--- src/rtl/wdr_pkg.sv ---
package wdr_pkg;

   // Clock and time base
   localparam int CLK_PERIOD_PS = 4000;
   localparam int US_PS = 1000000;
   localparam int US_CYCLES = US_PS / CLK_PERIOD_PS;
   localparam int PRE_W = 16;
   localparam int CNT_W = 23;

   // Register byte offsets
   localparam logic [7:0] OFS_CTRL = 8'h00;
   localparam logic [7:0] OFS_SERVICE = 8'h04;
   localparam logic [7:0] OFS_STATUS = 8'h08;
   localparam logic [7:0] OFS_MASK = 8'h0C;
   localparam logic [7:0] OFS_COUNT = 8'h10;

   // Control field positions and reset value
   localparam int CTRL_MODE_LSB = 0;
   localparam int CTRL_NORMAL_BIT = 2;
   localparam int CTRL_PSEL_LSB = 3;
   localparam int CTRL_RLS_LSB = 6;
   localparam int CTRL_W = 8;
   localparam logic [7:0] CTRL_RST = 8'h05;

   // Status bit positions, mask reset value
   localparam int ST_EARLY = 0;
   localparam int ST_OVF = 1;
   localparam int ST_UV = 2;
   localparam int ST_RST_ACT = 3;
   localparam int ST_UV_LVL = 4;
   localparam int EVT_W = 3;
   localparam logic [2:0] MASK_RST = 3'h0;

   // Watchdog operation modes
   localparam logic [1:0] MODE_OFF = 2'h0;
   localparam logic [1:0] MODE_TIMEOUT = 2'h1;
   localparam logic [1:0] MODE_WINDOW = 2'h2;

   // Undervoltage timing in microseconds
   localparam int UV_DLY_MIN_US = 6;
   localparam int UV_DLY_MAX_US = 39;
   localparam int UV_RST_MAX_US = 48;
   localparam logic [5:0] UV_DLY_US = 6'h14;

   // Nominal periods in microseconds, 8 ms up to 4 s
   localparam logic [CNT_W-1:0] PERIOD_US [8] = '{
      23'h001F40, 23'h003E80, 23'h007D00, 23'h00FA00,
      23'h01F400, 23'h03E800, 23'h0FA000, 23'h3D0900};

   // Reset pulse lengths in microseconds, inside each band
   localparam logic [CNT_W-1:0] RST_LEN_US [4] = '{
      23'h0057E4, 23'h002BF2, 23'h0010CC, 23'h0004E2};

   // Late limit: the nominal period itself
   function automatic logic [CNT_W-1:0] late_us(input logic [2:0] sel);
      late_us = PERIOD_US[sel];
   endfunction

   // Early limit: half the nominal period
   function automatic logic [CNT_W-1:0] early_us(input logic [2:0] sel);
      early_us = PERIOD_US[sel] >> 1;
   endfunction

endpackage

--- src/rtl/wdr_pulse.sv ---
`timescale 1ns/1ps
module wdr_pulse (
   // Clock and reset
   input wire logic clock,
   input wire logic nrst,
   // Timing
   input wire logic us_tick,
   input wire logic trigger,
   input wire logic [1:0] len_sel,
   // Pulse state
   output logic active
);
   import wdr_pkg::*;

   logic [CNT_W-1:0] left_ff;
   logic active_ff;
   logic [CNT_W-1:0] held_ff;
   logic [CNT_W-1:0] len_ff;

   assign active = active_ff;

   // Load on trigger, count down microseconds, retrigger extends
   always_ff @(posedge clock) begin
      if (!nrst) begin
         left_ff <= '0;
         active_ff <= 1'b0;
      end else if (trigger) begin
         left_ff <= RST_LEN_US[len_sel];
         active_ff <= 1'b1;
      end else if (active_ff && us_tick) begin
         left_ff <= left_ff - CNT_W'(1);
         if (left_ff == CNT_W'(1)) begin
            active_ff <= 1'b0;
         end
      end
   end

   // Helper: ticks seen and length latched for the pulse check
   always_ff @(posedge clock) begin
      if (!nrst) begin
         held_ff <= '0;
         len_ff <= '0;
      end else if (trigger) begin
         held_ff <= '0;
         len_ff <= RST_LEN_US[len_sel];
      end else if (active_ff && us_tick) begin
         held_ff <= held_ff + CNT_W'(1);
      end
   end

   pulse_len_a: assert property (
      @(posedge clock) disable iff (!nrst)
      $fell(active_ff) |-> held_ff == len_ff)
      else $error("reset pulse length differs from selection");

   pulse_start_a: assert property (
      @(posedge clock) disable iff (!nrst)
      trigger |=> active_ff && left_ff == len_ff)
      else $error("reset pulse did not start on trigger");

endmodule

--- src/rtl/wdr_top.sv ---
// The placing of the registers and the AHB-Lite register port were left to the implementer.
`timescale 1ns/1ps
module wdr_top #(
   parameter int US_TICK_CYCLES = wdr_pkg::US_CYCLES
) (
   // Clock and reset
   input wire logic clock,
   input wire logic nrst,
   // AHB-Lite slave
   input wire logic hsel,
   input wire logic [31:0] haddr,
   input wire logic [1:0] htrans,
   input wire logic hwrite,
   input wire logic [2:0] hsize,
   input wire logic [31:0] hwdata,
   input wire logic hready,
   output logic hreadyout,
   output logic [31:0] hrdata,
   output logic hresp,
   // Regulator monitor
   input wire logic regulator_output_uv,
   // System outputs
   output logic system_reset_out_n,
   output logic irq
);
   import wdr_pkg::*;

   // Bus pipeline
   logic ap_valid_ff;
   logic ap_write_ff;
   logic [7:0] ap_addr_ff;
   logic hreadyout_ff;
   logic [31:0] hrdata_ff;
   logic hresp_ff;
   logic [31:0] nxt_rdata;
   logic addr_take;
   logic wr_ctrl;
   logic wr_status;
   logic wr_mask;
   logic svc_wr;

   // Registers and block state
   logic [CTRL_W-1:0] ctrl_ff;
   logic [EVT_W-1:0] status_ff;
   logic [EVT_W-1:0] mask_ff;
   logic [EVT_W-1:0] nxt_status;
   logic [CNT_W-1:0] wd_cnt_ff;
   logic [PRE_W-1:0] pre_ff;
   logic us_tick_ff;
   logic [5:0] uv_us_ff;
   logic uv_qual_ff;
   logic rst_active;
   logic rst_out_n_ff;
   logic irq_ff;

   // Decoded control fields
   logic [1:0] wd_mode;
   logic op_normal;
   logic [2:0] period_sel;
   logic [1:0] len_sel;
   logic wd_en;
   logic win_check;
   logic [CNT_W-1:0] early_lim;
   logic [CNT_W-1:0] late_lim;

   // Events
   logic svc_take;
   logic early_evt;
   logic svc_ok;
   logic ovf_evt;
   logic uv_evt;
   logic rst_trig;

   assign hreadyout = hreadyout_ff;
   assign hrdata = hrdata_ff;
   assign hresp = hresp_ff;
   assign system_reset_out_n = rst_out_n_ff;
   assign irq = irq_ff;

   // Field decode; reserved mode code acts as off
   assign wd_mode = ctrl_ff[CTRL_MODE_LSB +: 2];
   assign op_normal = ctrl_ff[CTRL_NORMAL_BIT];
   assign period_sel = ctrl_ff[CTRL_PSEL_LSB +: 3];
   assign len_sel = ctrl_ff[CTRL_RLS_LSB +: 2];
   assign wd_en = (wd_mode == MODE_TIMEOUT) || (wd_mode == MODE_WINDOW);
   assign win_check = (wd_mode == MODE_WINDOW) && op_normal;
   assign early_lim = early_us(period_sel);
   assign late_lim = late_us(period_sel);

   // Address phase is taken when selected, active and bus ready
   assign addr_take = hsel && htrans[1] && hready;

   // Data-phase write strobes
   assign wr_ctrl = ap_valid_ff && ap_write_ff && ap_addr_ff == OFS_CTRL;
   assign wr_status = ap_valid_ff && ap_write_ff &&
                      ap_addr_ff == OFS_STATUS;
   assign wr_mask = ap_valid_ff && ap_write_ff && ap_addr_ff == OFS_MASK;
   assign svc_wr = ap_valid_ff && ap_write_ff &&
                   ap_addr_ff == OFS_SERVICE;

   // Address phase capture; slave ready once out of reset, always OKAY
   always_ff @(posedge clock) begin
      if (!nrst) begin
         ap_valid_ff <= 1'b0;
         ap_write_ff <= 1'b0;
         ap_addr_ff <= 8'h00;
         hreadyout_ff <= 1'b0;
         hresp_ff <= 1'b0;
      end else begin
         ap_valid_ff <= addr_take;
         ap_write_ff <= hwrite;
         ap_addr_ff <= {haddr[7:2], 2'h0};
         hreadyout_ff <= 1'b1;
         hresp_ff <= 1'b0;
      end
   end

   // Read mux, unmapped offsets read as zero
   always_comb begin
      nxt_rdata = 32'h00000000;
      unique case ({haddr[7:2], 2'h0})
         OFS_CTRL: nxt_rdata[CTRL_W-1:0] = ctrl_ff;
         OFS_STATUS: begin
            nxt_rdata[EVT_W-1:0] = status_ff;
            nxt_rdata[ST_RST_ACT] = rst_active;
            nxt_rdata[ST_UV_LVL] = uv_qual_ff;
         end
         OFS_MASK: nxt_rdata[EVT_W-1:0] = mask_ff;
         OFS_COUNT: nxt_rdata[CNT_W-1:0] = wd_cnt_ff;
         default: nxt_rdata = 32'h00000000;
      endcase
   end

   // Read data registered at the address phase
   always_ff @(posedge clock) begin
      if (!nrst) begin
         hrdata_ff <= 32'h00000000;
      end else if (addr_take && !hwrite) begin
         hrdata_ff <= nxt_rdata;
      end
   end

   // Control register
   always_ff @(posedge clock) begin
      if (!nrst) begin
         ctrl_ff <= CTRL_RST;
      end else if (wr_ctrl) begin
         ctrl_ff <= hwdata[CTRL_W-1:0];
      end
   end

   // Interrupt mask register
   always_ff @(posedge clock) begin
      if (!nrst) begin
         mask_ff <= MASK_RST;
      end else if (wr_mask) begin
         mask_ff <= hwdata[EVT_W-1:0];
      end
   end

   // Microsecond prescaler
   always_ff @(posedge clock) begin
      if (!nrst) begin
         pre_ff <= '0;
         us_tick_ff <= 1'b0;
      end else if (pre_ff == PRE_W'(US_TICK_CYCLES - 1)) begin
         pre_ff <= '0;
         us_tick_ff <= 1'b1;
      end else begin
         pre_ff <= pre_ff + PRE_W'(1);
         us_tick_ff <= 1'b0;
      end
   end

   // Undervoltage filter: dips shorter than the delay are dropped
   always_ff @(posedge clock) begin
      if (!nrst) begin
         uv_us_ff <= 6'h00;
         uv_qual_ff <= 1'b0;
      end else if (!regulator_output_uv) begin
         uv_us_ff <= 6'h00;
         uv_qual_ff <= 1'b0;
      end else if (us_tick_ff && !uv_qual_ff) begin
         uv_us_ff <= uv_us_ff + 6'h01;
         uv_qual_ff <= (uv_us_ff + 6'h01) == UV_DLY_US;
      end
   end
   assign uv_evt = uv_qual_ff;

   // Service and limit checks; a service beats a same-cycle overflow
   assign svc_take = svc_wr && wd_en && !rst_active;
   assign early_evt = svc_take && win_check && wd_cnt_ff < early_lim;
   assign svc_ok = svc_take && !early_evt;
   assign ovf_evt = wd_en && !rst_active && !svc_wr &&
                    wd_cnt_ff >= late_lim;
   assign rst_trig = early_evt || ovf_evt || uv_evt;

   // Watchdog period counter in microseconds
   always_ff @(posedge clock) begin
      if (!nrst) begin
         wd_cnt_ff <= '0;
      end else if (rst_active || rst_trig || svc_ok || wr_ctrl ||
                   !wd_en) begin
         wd_cnt_ff <= '0;
      end else if (us_tick_ff) begin
         wd_cnt_ff <= wd_cnt_ff + CNT_W'(1);
      end
   end

   // Reset pulse stretcher
   wdr_pulse u_pulse (
      .clock(clock),
      .nrst(nrst),
      .us_tick(us_tick_ff),
      .trigger(rst_trig),
      .len_sel(len_sel),
      .active(rst_active)
   );

   // Active-low reset output
   always_ff @(posedge clock) begin
      if (!nrst) begin
         rst_out_n_ff <= 1'b1;
      end else begin
         rst_out_n_ff <= !rst_active;
      end
   end

   // Sticky status: event set wins over a write-one clear
   always_comb begin
      nxt_status = status_ff;
      if (wr_status) begin
         nxt_status = status_ff & ~hwdata[EVT_W-1:0];
      end
      if (early_evt) begin
         nxt_status[ST_EARLY] = 1'b1;
      end
      if (ovf_evt) begin
         nxt_status[ST_OVF] = 1'b1;
      end
      if (uv_evt) begin
         nxt_status[ST_UV] = 1'b1;
      end
   end

   always_ff @(posedge clock) begin
      if (!nrst) begin
         status_ff <= '0;
      end else begin
         status_ff <= nxt_status;
      end
   end

   // Level interrupt from unmasked status
   always_ff @(posedge clock) begin
      if (!nrst) begin
         irq_ff <= 1'b0;
      end else begin
         irq_ff <= |(nxt_status & mask_ff);
      end
   end

   // Checks
   early_rst_a: assert property (
      @(posedge clock) disable iff (!nrst)
      early_evt |-> ##2 !system_reset_out_n)
      else $error("early service did not reset");

   early_gate_a: assert property (
      @(posedge clock) disable iff (!nrst)
      svc_wr && !win_check && !rst_active && !uv_evt |=> !rst_active)
      else $error("early reset outside normal window mode");

   window_ok_a: assert property (
      @(posedge clock) disable iff (!nrst)
      svc_ok && !uv_evt |=> wd_cnt_ff == '0 ##1 system_reset_out_n)
      else $error("in-window service did not restart cleanly");

   ovf_rst_a: assert property (
      @(posedge clock) disable iff (!nrst)
      ovf_evt |-> ##[1:2] !system_reset_out_n)
      else $error("overflow did not reset");

   late_bound_a: assert property (
      @(posedge clock) disable iff (!nrst)
      wd_en && !rst_active |-> wd_cnt_ff <= late_lim)
      else $error("period count ran past late limit");

   period_sel_a: assert property (
      @(posedge clock) disable iff (!nrst)
      ovf_evt |-> wd_cnt_ff == PERIOD_US[period_sel])
      else $error("overflow not at selected period");

   uv_filter_a: assert property (
      @(posedge clock) disable iff (!nrst)
      $rose(uv_qual_ff) |-> $past(regulator_output_uv) &&
                            $past(uv_us_ff) == UV_DLY_US - 6'h01)
      else $error("undervoltage qualified without full delay");

   uv_rst_a: assert property (
      @(posedge clock) disable iff (!nrst)
      uv_evt |-> ##[1:2] !system_reset_out_n)
      else $error("undervoltage did not drive reset low");

   restart_a: assert property (
      @(posedge clock) disable iff (!nrst)
      $fell(rst_active) |-> wd_cnt_ff == '0)
      else $error("period not restarted after reset pulse");

   sticky_a: assert property (
      @(posedge clock) disable iff (!nrst)
      ovf_evt |=> status_ff[ST_OVF])
      else $error("overflow flag not set");

   uv_delay_a: assert property (
      @(posedge clock) disable iff (!nrst)
      $rose(uv_qual_ff) |-> int'(uv_us_ff) >= UV_DLY_MIN_US &&
                            int'(uv_us_ff) <= UV_DLY_MAX_US)
      else $error("undervoltage delay outside allowed band");

   irq_level_a: assert property (
      @(posedge clock) disable iff (!nrst)
      1'b1 |=> irq == |(status_ff & $past(mask_ff)))
      else $error("interrupt level differs from unmasked status");

   flag_clear_a: assert property (
      @(posedge clock) disable iff (!nrst)
      wr_status && hwdata[ST_OVF] && !ovf_evt |=> !status_ff[ST_OVF])
      else $error("overflow flag not cleared by write of one");

   rst_hold_a: assert property (
      @(posedge clock) disable iff (!nrst)
      rst_active |=> !system_reset_out_n)
      else $error("reset output released during pulse");

   busy_svc_a: assert property (
      @(posedge clock) disable iff (!nrst)
      svc_wr && rst_active && !status_ff[ST_EARLY] |=>
         !status_ff[ST_EARLY])
      else $error("service during reset pulse was not ignored");

   early_c: cover property (@(posedge clock) disable iff (!nrst) early_evt);
   window_c: cover property (@(posedge clock) disable iff (!nrst) svc_ok);
   ovf_c: cover property (@(posedge clock) disable iff (!nrst) ovf_evt);
   uv_c: cover property (@(posedge clock) disable iff (!nrst) uv_evt);
   restart_c: cover property (@(posedge clock) disable iff (!nrst)
      $fell(rst_active));

endmodule

--- config.mk ---
export PLATFORM = sky130hd
export DESIGN_NAME = wdr_top
export DESIGN_NICKNAME = d
export VERILOG_FILES = /design/src/rtl/wdr_pkg.sv /design/src/rtl/wdr_pulse.sv /design/src/rtl/wdr_top.sv
export SDC_FILE = /design/constraint.sdc
export NUM_CORES = 1
export LEC_CHECK = 0
export BUFFER_PORTS_ARGS = -buffer_cell sky130_fd_sc_hd__buf_2
export CAP_MARGIN = 5
export CORE_UTILIZATION = 58
export DETAILED_ROUTE_END_ITERATION = 10
export PLACE_DENSITY = 0.83
export SLEW_MARGIN = 15
export SYNTH_ARGS = -nofsm -noshare
export SYNTH_HDL_FRONTEND = slang
export SYNTH_HIERARCHICAL = 1
export SYNTH_SLANG_ARGS = --single-unit
--- constraint.sdc ---
create_clock -name clock -period 9.5 [get_ports clock]
set_input_delay 1.425 -clock clock [delete_from_list [all_inputs] [get_ports clock]]
set_output_delay 1.425 -clock clock [all_outputs]
set_load 0.02 [all_outputs]
==> impl_metrics.ini <==
[cts]
htreeDepth = 4
cts_tree = done
numCtsBuffers = 17
worstSkewPairLatency_ps = 510
root_buffer = clkbuf_8
ctsLongestPathBuffers = 2
post-cts-setup-buffer-count = 0
clk_pin_slew_ps = 60
hold_buffers = 0
cts_resized = 0
cts_sinks = 119

[sta]
whs_ps = 486
fin_ws_ps = 5240
relSlewSlack = 0.429
skew_ps = 7.21
finalCritPeriodShare = 0.449
slew_violations = 0
finalSetupTns_ps = 0
hold_viol_final = 0
worstMarginPinSlew_ps = 856
rsz0062_at_grt = false
setup_violations = 0
fmax_ghz = 0.235
min_period_ps = 4260

[critical_path]
worstSetupStartpointType = flop
arrival_ps = 4690
worstPathRequired_ps = 9930
crit_chain = ha_1 -> nand2_1 -> a21boi_0 -> ha_1 -> a21oi_1 -> o21ai_0 -> a2111oi_2 -> o211ai_1 -> or2b_1 -> o311ai_0 -> buf_4 -> a21o_1 -> nand2_1 -> or4_1 -> a21oi_1
slowest_stage = or4_1
endpoint_kind = flop
crit_type = flop to flop
worst-path-max-fanout = 13
critical_path.max_stage_delay_ps = 560
r2r_cells = 15

[pwr]
sequentialPowerShare = 0.453
p_clk_frac = 0.519
internal_power_mw = 0.875
p_comb_frac = 0.028
powerDensity_nw_per_um2 = 162
switching_share = 0.216
p_switching_mw = 0.241
peakVddDrop_mv = 0.0963
finalPower_mw = 1.12
leakage_nw = 2.88

[yosys]
synth_cells = 701
ys_ff_latch = 119
synthDistinctLibCells = 56
netlist_area_um2 = 6080
synth_edf_count = 0
yosys_most_used_dff = dfxtp_1
syn_area_per_cell_um2 = 8.67
async_flop_share = 0
synth.yosys.seq_area_share = 0.392
yosysWarnings = 6

[final_layout]
fillCellCount = 806
nets = 863
area_growth_pct = 13.0
final_core_util = 0.671
antenna_cells = 0
final_common_cell = dfxtp_1
final_cell_mix = 119 x dfxtp_1, 113 x nor2_1, 54 x nand2_1
drive_gt1_frac = 0.121

[drt]
drc_errors = 0
firstDrtPassIters = 5
vias = 5216
routed_wl_um = 14300
vias_per_cell = 5.87
final_antenna_net_count = 0
wl_per_cell_um = 16.1
drtIter0Drc = 380

[place]
post-dp-hpwl_um = 9780
dp_slack_ps = 5430
gp_congestion = 0.892
port_buffers = 46

[floorplanning]
core_area_um2 = 10200
initial_core_util = 0.594
num_rows = 37
dieHeight_um = 104
fp.dieW_um = 104
fp.dieArea_um2 = 10900
ios = 111

[run_status]
status = finished, final reports clean

[hold_path]
whs_path_depth = 1
hp-class = flop to flop

[global_routing]
grt_max_degree = 38
grt.overflow.total = 0
grt_pass1_vias = 5130
grt_use_total = 0.277
grt_pass1_wl_um = 24100
antenna_found_initial = 0

[flow_run]
cap_violations = 0
flip-flops by register name, summed over array words and instances (netlist names), 3 cells and up:
name,count
ap_addr_ff,6
ctrl_ff,8
hrdata,23
mask_ff,3
pre_ff,16
status_ff,3
u_pulse/left_ff,23
uv_us_ff,6
wd_cnt_ff,23
worst max-delay path: cells and delay by family (launching register included):
family	cells	cell delay, ps
AND/OR/NAND/NOR	4	1200
adder cells (fa/ha/maj)	2	620
flip-flops	1	510
AO/OA/AOI/OAI	8	1590
buffers and inverters	1	250
metal layers:
metal	vias to the layer above	global-route usage	wire length, µm
met5	-	0	0
met4	0	0.118	338
met3	41	0.0539	827
met2	197	0.465	6950
met1	2448	0.345	6180
li1	2530	-	-
power groups by stage:
stage | clock network (mW) | logic (mW) | registers [mW]
2_1_floorplan | 0 | 0.0237 | 0.516
3_3_place_gp | 0 | 0.0295 | 0.516
3_5_place_dp | 0 | 0.0305 | 0.516
5_1_grt | 0.609 | 0.0340 | 0.505
6_report | 0.579 | 0.0309 | 0.505
4_1_cts | 0.585 | 0.0307 | 0.505
kinds of logic after synthesis:
family | Yosys count | synth area share
mux | 25 | 0.0414
fa+ha+maj | 48 | 0.0988
buf+inv | 59 | 0.0457
other cells | 1 | 0.000617
compound gates | 108 | 0.110
flops | 119 | 0.392
xor+xnor | 53 | 0.0764
simple gates | 288 | 0.236
worst paths after layout:
| check | startpoint | endpoint | slack (ps) |
|---|---|---|---|
| worst min register to register | pre_ff[0] | pre_ff[0] | 490 |
| worst min-delay path | pre_ff[0] | pre_ff[0] | 490 |
| worst max-delay path | ctrl_ff[4] | u_pulse/left_ff[17] | 5240 |
| worst max register to register | ctrl_ff[4] | u_pulse/left_ff[17] | 5240 |
layout make-up:
class                   instances  area (µm²)  area share
clock buffers                  22         463      0.0674
clock inverters                 9        76.3      0.0111
inverters                      23        86.3      0.0126
multi-input cells             532        3450       0.503
flip-flops and latches        119        2380       0.347
well taps                     136         170      0.0248
repair buffers                 47         238      0.0346
stage by stage:
step | cells | area, µm²
6_report | 888 | 6870
5_1_grt | 888 | 6870
3_3_place_gp | 857 | 6330
2_1_floorplan | 710 | 6110
4_1_cts | 888 | 6870
3_5_place_dp | 857 | 6330
Yosys cell counts (4+ instances only):
cell type | count | share of area
ha_1 | 48 | 0.099
buf_4 | 10 | 0.012
a22oi_1 | 17 | 0.021
o211ai_1 | 4 | 0.0049
dfxtp_1 | 119 | 0.39
a21oi_1 | 44 | 0.036
xor2_1 | 32 | 0.046
clkbuf_1 | 20 | 0.012
a211oi_1 | 4 | 0.0049
nor2_1 | 113 | 0.070
mux2i_1 | 24 | 0.040
and3_1 | 5 | 0.0051
and2_1 | 6 | 0.0062
xnor2_1 | 21 | 0.030
or2_2 | 4 | 0.0041
or4_1 | 10 | 0.012
nand4_1 | 22 | 0.023
nor4_1 | 7 | 0.0072
o31ai_1 | 8 | 0.0099
nor2b_1 | 6 | 0.0062
or3_1 | 8 | 0.0082
inv_1 | 21 | 0.013
nand3_1 | 17 | 0.014
nand2_1 | 54 | 0.033
nor3_1 | 16 | 0.013
o21ai_0 | 16 | 0.013
(Power assumes the default switching activity.)
